## src/design/sda_consts.svh

```systemverilog
// constants for the descriptor-format sense assembler
// assumes byte offsets count from byte 0 of the sense buffer
`ifndef SDA_CONSTS_SVH
`define SDA_CONSTS_SVH

// span of the buffer built here
`define SDA_BUF_FIRST 6'h14
`define SDA_BUF_LAST 6'h3b
`define SDA_IMG_BYTES 40
`define SDA_DESC_MAX 3'h7
`define SDA_DESC_HERE 3'h6

// descriptor start offsets in the sense buffer
`define SDA_CS_OFS 6'h14
`define SDA_SKS_OFS 6'h20
`define SDA_FRU_OFS 6'h28
`define SDA_BLK_OFS 6'h2c
`define SDA_UEC_OFS 6'h30
`define SDA_PER_OFS 6'h34

// descriptor end offsets in the sense buffer
`define SDA_CS_END 6'h1f
`define SDA_SKS_END 6'h27
`define SDA_FRU_END 6'h2b
`define SDA_BLK_END 6'h2f
`define SDA_UEC_END 6'h33
`define SDA_PER_END 6'h3b

// type codes and additional lengths
`define SDA_CS_TYPE 8'h01
`define SDA_CS_LEN 8'h0a
`define SDA_SKS_TYPE 8'h02
`define SDA_SKS_LEN 8'h06
`define SDA_FRU_TYPE 8'h03
`define SDA_FRU_LEN 8'h02
`define SDA_BLK_TYPE 8'h05
`define SDA_BLK_LEN 8'h02
`define SDA_UEC_TYPE 8'h80
`define SDA_UEC_LEN 8'h02
`define SDA_PER_TYPE 8'h81
`define SDA_PER_LEN 8'h06

// incorrect-length bit position in block command byte 3
`define SDA_ILI_BIT 5

// reset values
`define SDA_BYTE_RST 8'h00
`define SDA_OFS_RST 6'h00
`define SDA_CNT_RST 3'h0

`endif

```

## src/design/sda_pkg.sv

```systemverilog
// types shared by the sense descriptor assembler files
// assumes sda_consts.svh is on the include path
package sda_pkg;

  typedef logic [7:0] sda_byte_t;
  typedef logic [5:0] sda_ofs_t;

  // stream state
  typedef enum logic {
    sda_st_idle,
    sda_st_send
  } sda_state_t;

  // which descriptor a buffer byte belongs to
  typedef enum logic [2:0] {
    sda_desc_cmd,
    sda_desc_sks,
    sda_desc_fru,
    sda_desc_blk,
    sda_desc_uec,
    sda_desc_per
  } sda_desc_t;

endpackage : sda_pkg

```

## src/design/sda_info_select.sv

```systemverilog
// information field selector for the information descriptor
// assumes residue and address come from same-clock logic
`timescale 1ns/1ps

module sda_info_select #(
  parameter int RES_W = 32
) (
  input wire logic ili,                     // incorrect-length bit
  input wire logic [63:0] lba,              // block address
  input wire logic [RES_W-1:0] residue,     // signed length residue
  output logic [63:0] info_field            // selected information
);

  logic [63:0] residue_ext;

  // residue widened with its sign, so negative stays two's complement
  assign residue_ext = {{(64-RES_W){residue[RES_W-1]}}, residue};

  // RQ20 residue or address
  assign info_field = ili ? residue_ext : lba;

endmodule : sda_info_select

```

## src/design/sda_assembler.sv

```systemverilog
// descriptor-format sense assembler, bytes 20 to 59
// Function
// RQ1 - command-specific descriptor at bytes 20-31
// RQ2 - command-specific type 01h, length 0Ah
// RQ3 - bytes 2-3 zero, 4-11 command info
// RQ4 - sense-key-specific descriptor at bytes 32-39
// RQ5 - sense-key-specific type 02h, length 06h
// RQ6 - bytes 4-6 copy fixed bytes 15-17
// RQ7 - replaceable unit descriptor at bytes 40-43
// RQ8 - replaceable unit type 03h, length 02h
// RQ9 - byte 3 holds replaceable part code
// RQ10 - block command descriptor at bytes 44-47
// RQ11 - block command type 05h, length 02h
// RQ12 - byte 3 only incorrect-length bit
// RQ13 - unit error descriptor at bytes 48-51
// RQ14 - unit error type 80h, length 02h
// RQ15 - bytes 2-3 hold unit error code
// RQ16 - physical record descriptor at bytes 52-59
// RQ17 - physical record type 81h, length 06h
// RQ18 - bytes 2-7 hold physical error record
// RQ19 - fixed order always, at most seven
// RQ20 - information field: residue or address
// RQ21 - reserved bytes and bits are zero
// assumes all inputs come from logic on the same clock
// and are held steady in the cycle that start is high
// the information descriptor bytes are built by other logic
`timescale 1ns/1ps
`include "sda_consts.svh"

module sda_assembler #(
  parameter int RES_W = 32
) (
  input wire logic clock,                    // 200 MHz system clock
  input wire logic reset,                    // async reset, active high
  input wire logic start,                    // take a snapshot and stream
  input wire logic out_ready,                // consumer takes out_data
  input wire logic [31:0] cmd_info,          // fixed-format bytes 8-11
  input wire logic [23:0] key_specific,      // fixed-format bytes 15-17
  input wire logic [7:0] replaceable_part_code, // fixed-format byte 14
  input wire logic ili,                      // incorrect-length bit
  input wire logic [31:0] vendor_info,       // fixed-format bytes 20-23
  input wire logic [47:0] phys_record,       // fixed-format bytes 24-29
  input wire logic [63:0] lba,               // block address
  input wire logic [RES_W-1:0] residue,      // signed length residue
  output logic busy,                         // stream in progress
  output logic out_valid,                    // out_data is offered
  output sda_pkg::sda_byte_t out_data,       // current buffer byte
  output sda_pkg::sda_ofs_t out_offset,      // buffer offset of out_data
  output sda_pkg::sda_desc_t out_desc,       // descriptor of out_data
  output logic out_first,                    // first byte of a descriptor
  output logic out_last,                     // byte 59, end of stream
  output logic done,                         // pulse after byte 59 taken
  output logic start_refused,                // pulse: start while busy
  output logic [2:0] desc_count,             // descriptors fully sent
  output logic [319:0] sense_image,          // bytes 20-59, byte 20 high
  output logic [63:0] info_field             // information field value
);
  import sda_pkg::*;

  // byte of a 40-byte image, index 0 is buffer byte 20
  function automatic sda_byte_t sda_pick(input logic [319:0] img,
                                         input sda_ofs_t idx);
    int pos;
    pos = (`SDA_IMG_BYTES - 1 - int'(idx)) * 8;
    return img[pos +: 8];
  endfunction : sda_pick

  // descriptor owning a buffer offset
  function automatic sda_desc_t sda_desc_of(input sda_ofs_t ofs);
    sda_desc_t d;
    d = sda_desc_per;
    if (ofs <= `SDA_CS_END) begin
      d = sda_desc_cmd;
    end else if (ofs <= `SDA_SKS_END) begin
      d = sda_desc_sks;
    end else if (ofs <= `SDA_FRU_END) begin
      d = sda_desc_fru;
    end else if (ofs <= `SDA_BLK_END) begin
      d = sda_desc_blk;
    end else if (ofs <= `SDA_UEC_END) begin
      d = sda_desc_uec;
    end
    return d;
  endfunction : sda_desc_of

  // true at the first byte of any descriptor
  function automatic logic sda_is_start(input sda_ofs_t ofs);
    return (ofs == `SDA_CS_OFS) || (ofs == `SDA_SKS_OFS) ||
           (ofs == `SDA_FRU_OFS) || (ofs == `SDA_BLK_OFS) ||
           (ofs == `SDA_UEC_OFS) || (ofs == `SDA_PER_OFS);
  endfunction : sda_is_start

  // true at the last byte of any descriptor
  function automatic logic sda_is_end(input sda_ofs_t ofs);
    return (ofs == `SDA_CS_END) || (ofs == `SDA_SKS_END) ||
           (ofs == `SDA_FRU_END) || (ofs == `SDA_BLK_END) ||
           (ofs == `SDA_UEC_END) || (ofs == `SDA_PER_END);
  endfunction : sda_is_end

  // descriptor header: type code then additional length
  function automatic logic [15:0] sda_head(input sda_byte_t code,
                                           input sda_byte_t len);
    return {code, len};
  endfunction : sda_head

  // registered state
  sda_state_t state_r;
  sda_state_t state_nxt;
  sda_ofs_t ofs_r;
  sda_ofs_t ofs_nxt;
  sda_byte_t data_r;
  sda_byte_t data_nxt;
  sda_desc_t desc_r;
  logic first_r;
  logic done_r;
  logic refused_r;
  logic [2:0] count_r;
  logic [2:0] count_nxt;
  logic [319:0] image_r;
  logic [63:0] info_r;

  // descriptor images, descriptor byte 0 on top
  logic [95:0] cmd_desc;
  logic [63:0] sks_desc;
  logic [31:0] fru_desc;
  logic [31:0] blk_desc;
  logic [31:0] uec_desc;
  logic [63:0] per_desc;
  logic [7:0] blk_flags;
  logic [15:0] unit_error_code;
  logic [319:0] image_w;
  logic [63:0] info_w;
  logic [15:0] cmd_head;
  logic [15:0] sks_head;
  logic [15:0] fru_head;
  logic [15:0] blk_head;
  logic [15:0] uec_head;
  logic [15:0] per_head;
  logic sks_valid;
  logic [22:0] sks_bits;

  // combinational terms
  logic idle;
  logic start_take;
  logic start_busy;
  logic accept;
  logic at_last;
  logic at_end;
  sda_ofs_t ofs_inc;
  sda_ofs_t idx_inc;

  // descriptor headers, type code then additional length
  // RQ2 command-specific type and length
  assign cmd_head = sda_head(`SDA_CS_TYPE, `SDA_CS_LEN);
  // RQ5 sense-key-specific type and length
  assign sks_head = sda_head(`SDA_SKS_TYPE, `SDA_SKS_LEN);
  // RQ8 replaceable unit type and length
  assign fru_head = sda_head(`SDA_FRU_TYPE, `SDA_FRU_LEN);
  // RQ11 block command type and length
  assign blk_head = sda_head(`SDA_BLK_TYPE, `SDA_BLK_LEN);
  // RQ14 unit error type and length
  assign uec_head = sda_head(`SDA_UEC_TYPE, `SDA_UEC_LEN);
  // RQ17 physical record type and length
  assign per_head = sda_head(`SDA_PER_TYPE, `SDA_PER_LEN);

  // command-specific descriptor, 12 bytes
  // RQ3 reserved then 8-byte info, fixed value in low four bytes
  // RQ21 reserved bytes zero
  assign cmd_desc = {cmd_head, 16'h0000,
                     32'h0000_0000, cmd_info};

  // sense-key-specific fields, valid flag on top
  // RQ6 valid flag and specific bits copied whole
  assign sks_valid = key_specific[23];
  assign sks_bits = key_specific[22:0];

  // sense-key-specific descriptor, 8 bytes
  // RQ21 bytes 2, 3 and 7 zero
  assign sks_desc = {sks_head, 16'h0000,
                     sks_valid, sks_bits, 8'h00};

  // replaceable unit descriptor, 4 bytes
  // RQ8 byte 2 zero
  // RQ9 part code in byte 3
  assign fru_desc = {fru_head, 8'h00, replaceable_part_code};

  // RQ12 only the incorrect-length bit set
  assign blk_flags = 8'(ili) << `SDA_ILI_BIT;

  // block command descriptor, 4 bytes
  // RQ11 byte 2 zero
  // RQ21 reserved bits of byte 3 zero
  assign blk_desc = {blk_head, 8'h00, blk_flags};

  // RQ15 code sits in the first two vendor bytes (20-21)
  assign unit_error_code = vendor_info[31:16];

  // unit error code descriptor, 4 bytes
  // RQ14 header then the code
  assign uec_desc = {uec_head, unit_error_code};

  // physical error record descriptor, 8 bytes
  // RQ18 six record bytes
  assign per_desc = {per_head, phys_record};

  // RQ19 fixed order regardless of content
  // RQ1 bytes 20-31 first
  // RQ4 bytes 32-39 next
  // RQ7 bytes 40-43
  // RQ10 bytes 44-47
  // RQ13 bytes 48-51
  // RQ16 bytes 52-59 last
  assign image_w = {cmd_desc,
                    sks_desc,
                    fru_desc,
                    blk_desc,
                    uec_desc,
                    per_desc};

  // RQ20 information field selection
  sda_info_select #(
    .RES_W(RES_W)
  ) u_info (
    .ili(ili),
    .lba(lba),
    .residue(residue),
    .info_field(info_w)
  );

  // handshake and sequencing terms
  assign idle = (state_r == sda_st_idle);
  assign start_take = start && idle;
  assign start_busy = start && !idle;
  // a byte leaves only while it is offered and taken
  assign accept = !idle && out_ready;
  assign at_last = (ofs_r == `SDA_BUF_LAST);
  assign at_end = sda_is_end(ofs_r);
  assign ofs_inc = ofs_r + 6'h01;
  // index of the next byte within the 40-byte image
  assign idx_inc = ofs_inc - `SDA_BUF_FIRST;

  // next state and offset
  // byte 20 comes from the live image, later bytes from the snapshot
  always_comb begin
    state_nxt = state_r;
    ofs_nxt = ofs_r;
    data_nxt = data_r;
    unique case (state_r)
      sda_st_idle: begin
        if (start_take) begin
          state_nxt = sda_st_send;
          ofs_nxt = `SDA_BUF_FIRST;
          data_nxt = sda_pick(image_w, 6'h00);
        end
      end
      sda_st_send: begin
        if (accept && at_last) begin
          state_nxt = sda_st_idle;
        end else if (accept) begin
          ofs_nxt = ofs_inc;
          data_nxt = sda_pick(image_r, idx_inc);
        end
      end
    endcase
  end

  // count of descriptors whose last byte was taken
  // RQ19 never above seven
  assign count_nxt = start_take ? `SDA_CNT_RST :
                     (accept && at_end && count_r < `SDA_DESC_MAX) ?
                     count_r + 3'h1 : count_r;

  always_ff @(posedge clock or posedge reset) begin
    if (reset) begin
      state_r <= sda_st_idle;
      ofs_r <= `SDA_OFS_RST;
      data_r <= `SDA_BYTE_RST;
    end else begin
      state_r <= state_nxt;
      ofs_r <= ofs_nxt;
      data_r <= data_nxt;
    end
  end

  // descriptor tag and first-byte mark follow the offset
  always_ff @(posedge clock or posedge reset) begin
    if (reset) begin
      desc_r <= sda_desc_cmd;
      first_r <= 1'b0;
    end else begin
      desc_r <= sda_desc_of(ofs_nxt);
      first_r <= (state_nxt == sda_st_send) && sda_is_start(ofs_nxt);
    end
  end

  // snapshot of the image, held for the whole stream
  // inputs may move once streaming, so bytes after 20 all come from this one copy
  always_ff @(posedge clock or posedge reset) begin
    if (reset) begin
      image_r <= '0;
      info_r <= '0;
    end else if (start_take) begin
      image_r <= image_w;
      info_r <= info_w;
    end
  end

  // one-cycle status pulses and descriptor count
  // done rises as busy falls, so a new start may follow at once
  always_ff @(posedge clock or posedge reset) begin
    if (reset) begin
      done_r <= 1'b0;
      refused_r <= 1'b0;
      count_r <= `SDA_CNT_RST;
    end else begin
      done_r <= accept && at_last;
      refused_r <= start_busy;
      count_r <= count_nxt;
    end
  end

  // stream handshake and byte lane
  assign busy = !idle;
  assign out_valid = !idle;
  assign out_data = data_r;
  assign out_offset = ofs_r;
  assign out_desc = desc_r;
  assign out_first = first_r;
  assign out_last = !idle && at_last;

  // status pulses and snapshot views
  assign done = done_r;
  assign start_refused = refused_r;
  assign desc_count = count_r;
  assign sense_image = image_r;
  assign info_field = info_r;

endmodule : sda_assembler

```

## config.mk

```make
export PLATFORM = sky130hd
export DESIGN_NAME = sda_assembler
export DESIGN_NICKNAME = d
export VERILOG_FILES = /design/src/design/sda_pkg.sv /design/src/design/sda_info_select.sv /design/src/design/sda_assembler.sv
export VERILOG_INCLUDE_DIRS = /design/src /design/src/design
export SDC_FILE = /design/constraint.sdc
export NUM_CORES = 1
export LEC_CHECK = 0
export BUFFER_PORTS_ARGS = -buffer_cell sky130_fd_sc_hd__clkbuf_2
export CAP_MARGIN = 20
export CORE_AREA = 2 2 257 259
export DETAILED_ROUTE_END_ITERATION = 12
export DIE_AREA = 0 0 259 261
export GPL_TIMING_DRIVEN = 0
export PLACE_DENSITY_LB_ADDON = 0.05
export SLEW_MARGIN = 30
export SYNTH_ARGS = -nofsm -noshare
export SYNTH_HDL_FRONTEND = slang
export SYNTH_HIERARCHICAL = 1
export SYNTH_SLANG_ARGS = --single-unit
```

## constraint.sdc

```tcl
create_clock -name clock -period 13.5 [get_ports clock]
set_clock_uncertainty 0.1 [all_clocks]
set_input_delay 0.675 -clock clock [delete_from_list [all_inputs] [get_ports clock]]
set_output_delay 0.675 -clock clock [all_outputs]
set_load 0.005 [all_outputs]
```

==> results.ini <==
[yosys]
ys_warn_count = 6
yosysUniqueCellTypes = 76
ys_ff_latch = 218
async_flop_share = 1.00
yosysMostFrequentCell = dfrtp_1
syn-instance-count = 993
synth_area_mm2 = 0.0124
yosysSeqAreaShare = 0.438
synth.avg_cell_area_um2 = 12.5
synth-edff-count = 0
synth_top_cell_by_area = dfrtp_1
synthTopCellsByArea = dfrtp_1 44%, mux2_2 18%, buf_4 12%
yosysTopAreaCellShare = 0.438
synth_commonest_cells = 218 x dfrtp_1, 204 x mux2_2, 192 x buf_4
synth_flop_cell = dfrtp_1

[final_layout]
fin_area_mm2 = 0.0176
syn_to_final_growth_pct = 41.7
nets = 1916
register_area_mm2 = 0.00546
multi_input_area_mm2 = 0.00574
drive_gt1_frac = 0.622
fillers = 7030

[pwr]
ir_worst_vdd_mv = 0.0947
p_leak_nw = 9.01
p_per_area_mw_per_mm2 = 225

[setup_path]
reg2regPathDepth = 13
r2r_setup_slack_ns = 8.59
worst_setup_path_end_kind = flip-flop
worstReg2RegStart = out_offset[0]
path_max_fanout = 10
worstPathArrival_ns = 5.28
crit_required_ns = 13.86
reg2reg_to = out_data[7]
crit_type = reg2reg
start_kind = flip-flop

[die]
start_util = 0.191
ios = 655
dieHeight_um = 261
die_area_mm2 = 0.0676
die-width_um = 259
core_area_mm2 = 0.0650
core.rowCount = 94

[sta]
setup_slack_ns = 8.59
period_minus_slack_ns = 4.91
finalSetupTns_ns = 0
finalHoldViolations = 0
finalSetupViolations = 0
fmax_mhz = 204
maxSlewHeadroom = 0.428
finalCritPeriodShare = 0.364
rsz0062_at_grt = no
slew_violations = 0
worst_pin_slew_ns = 0.858

[place]
dp_hpwl_um = 42400
pre_cts_ws_ns = 8.51
gp_congestion = 0.783
place_area_mm2 = 0.0166
io_buffers = 465

[detailed_routing]
via_count = 9691
drtAntennaViolNets = 0
drcViolationCount = 0
drt_iter0_markers = 317
wirelength_um = 52800
avgViaCountPerCell = 3.79
drtPass1Iterations = 4
routedWlPerCell_um = 20.6

[cts]
numCtsBuffers = 31
cts.htree.levels = 1
ctsResizeCount = 0
cts_tree = built
root_buffer = clkbuf_16
cts_sinks = 218
cts_buffer_depth = 3
cts_setup_buffers = 0
insertion_delay_ns = 0.58
hold_buffers = 1
clk_pin_slew_ns = 0.06

[grt]
antenna_found_initial = 6
gr-total-overflow = 0
grt_pass1_wl_um = 73300
gr-usage-all-layers = 0.149
grt_pass1_vias = 9775
grt_max_degree = 80

[run_status]
status = finished, final reports clean

[hold_path]
worstHoldPathCells = 2
holdPathEnd = sense_image[191]
holdCritStartpoint = key_specific[23]
min_path_type = in2reg

[job]
drv_cap = 0

## routing by layer
layer	share of wire	vias up	GRT usage
met1	0.39	4748	0.176
li1	-	4550	-
met5	0.00078	-	0
met4	0.018	6	0.0360
met3	0.062	52	0.0358
met2	0.52	335	0.272
## worst max-delay path, stage by stage (launching register included)
cell	delay, ns
dfrtp_1	0.67
ha_1	0.27
buf_6	0.17
xor2_4	0.40
inv_2	0.21
clkbuf_1	0.33
ha_1	0.40
buf_2	0.35
clkbuf_1	0.51
clkbuf_1	0.55
nand2_1	0.22
o221ai_1	0.23
o21ai_0	0.15
a22o_1	0.21
## cells by family after synthesis
group / count (synthesis) / share of synthesized area
flops: 218 / 0.438
mux: 291 / 0.292
simple gates: 115 / 0.0488
buf+inv: 255 / 0.152
other cells: 1 / 0.000301
compound gates: 98 / 0.0533
fa+ha+maj: 4 / 0.00402
xor+xnor: 11 / 0.0116
## placed cells by master, fill, tap and decap left out, types with 14 or more instances in the layout
cell,n
buf_2,26
clkbuf_1,20
buf_4,192
nor2_1,26
a21oi_1,23
clkbuf_16,31
dfrtp_1,217
o21ai_0,17
conb_1,173
mux2_4,60
mux2i_1,14
nand2_1,23
mux2_2,204
nand3_1,16
clkbuf_2,465
## flip-flops by register name, summed over array words and instances (netlist names)
name	cells
out_offset	6
out_first	1
done	1
sense_image	130
out_data	8
start_refused	1
busy	1
info_field	64
out_desc	3
desc_count	3
## power breakdown
group	internal (mW)	leakage, nW	switching [mW]	total (mW)
logic	0.881	5.82	1.06	1.94
registers	0.956	2.69	0.243	1.20
clock network	0.494	0.501	0.330	0.824
## metrics by stage
step / power [mW] / utilization / cells / hold WS (ns)
5_1_grt: 4.24 / 0.271 / 2558 / 0.202
3_5_place_dp: 3.21 / 0.255 / 2497 / 0.385
4_1_cts: 4.07 / 0.271 / 2555 / 0.179
6_report: 3.97 / 0.271 / 2558 / 0.224
2_1_floorplan: 2.23 / - / 1165 / 0.367
3_3_place_gp: 3.20 / 0.254 / 2494 / 0.379
## worst max path at each step
stage / startpoint / endpoint / slack, ns
final: out_offset[0] / out_data[7] / 8.59
after detailed placement: out_offset[0] / out_data[7] / 8.51
after global routing: out_offset[0] / out_data[7] / 8.32
after floorplan: reset / busy / 6.76
after CTS: out_offset[0] / out_data[7] / 8.49
after global placement: reset / sense_image[231] / 2.74
## cell type report
class	instances	area share
Antenna cell	3	0.000426
Buffer	248	0.106
Clock buffer	48	0.0533
Clock inverter	9	0.00490
Inverter	7	0.00192
Multi-Input combinational cell	692	0.326
Sequential cell	218	0.309
Tap cell	864	0.0613
Timing Repair Buffer	469	0.137
No activity file was read; power rests on OpenSTA's default activity.
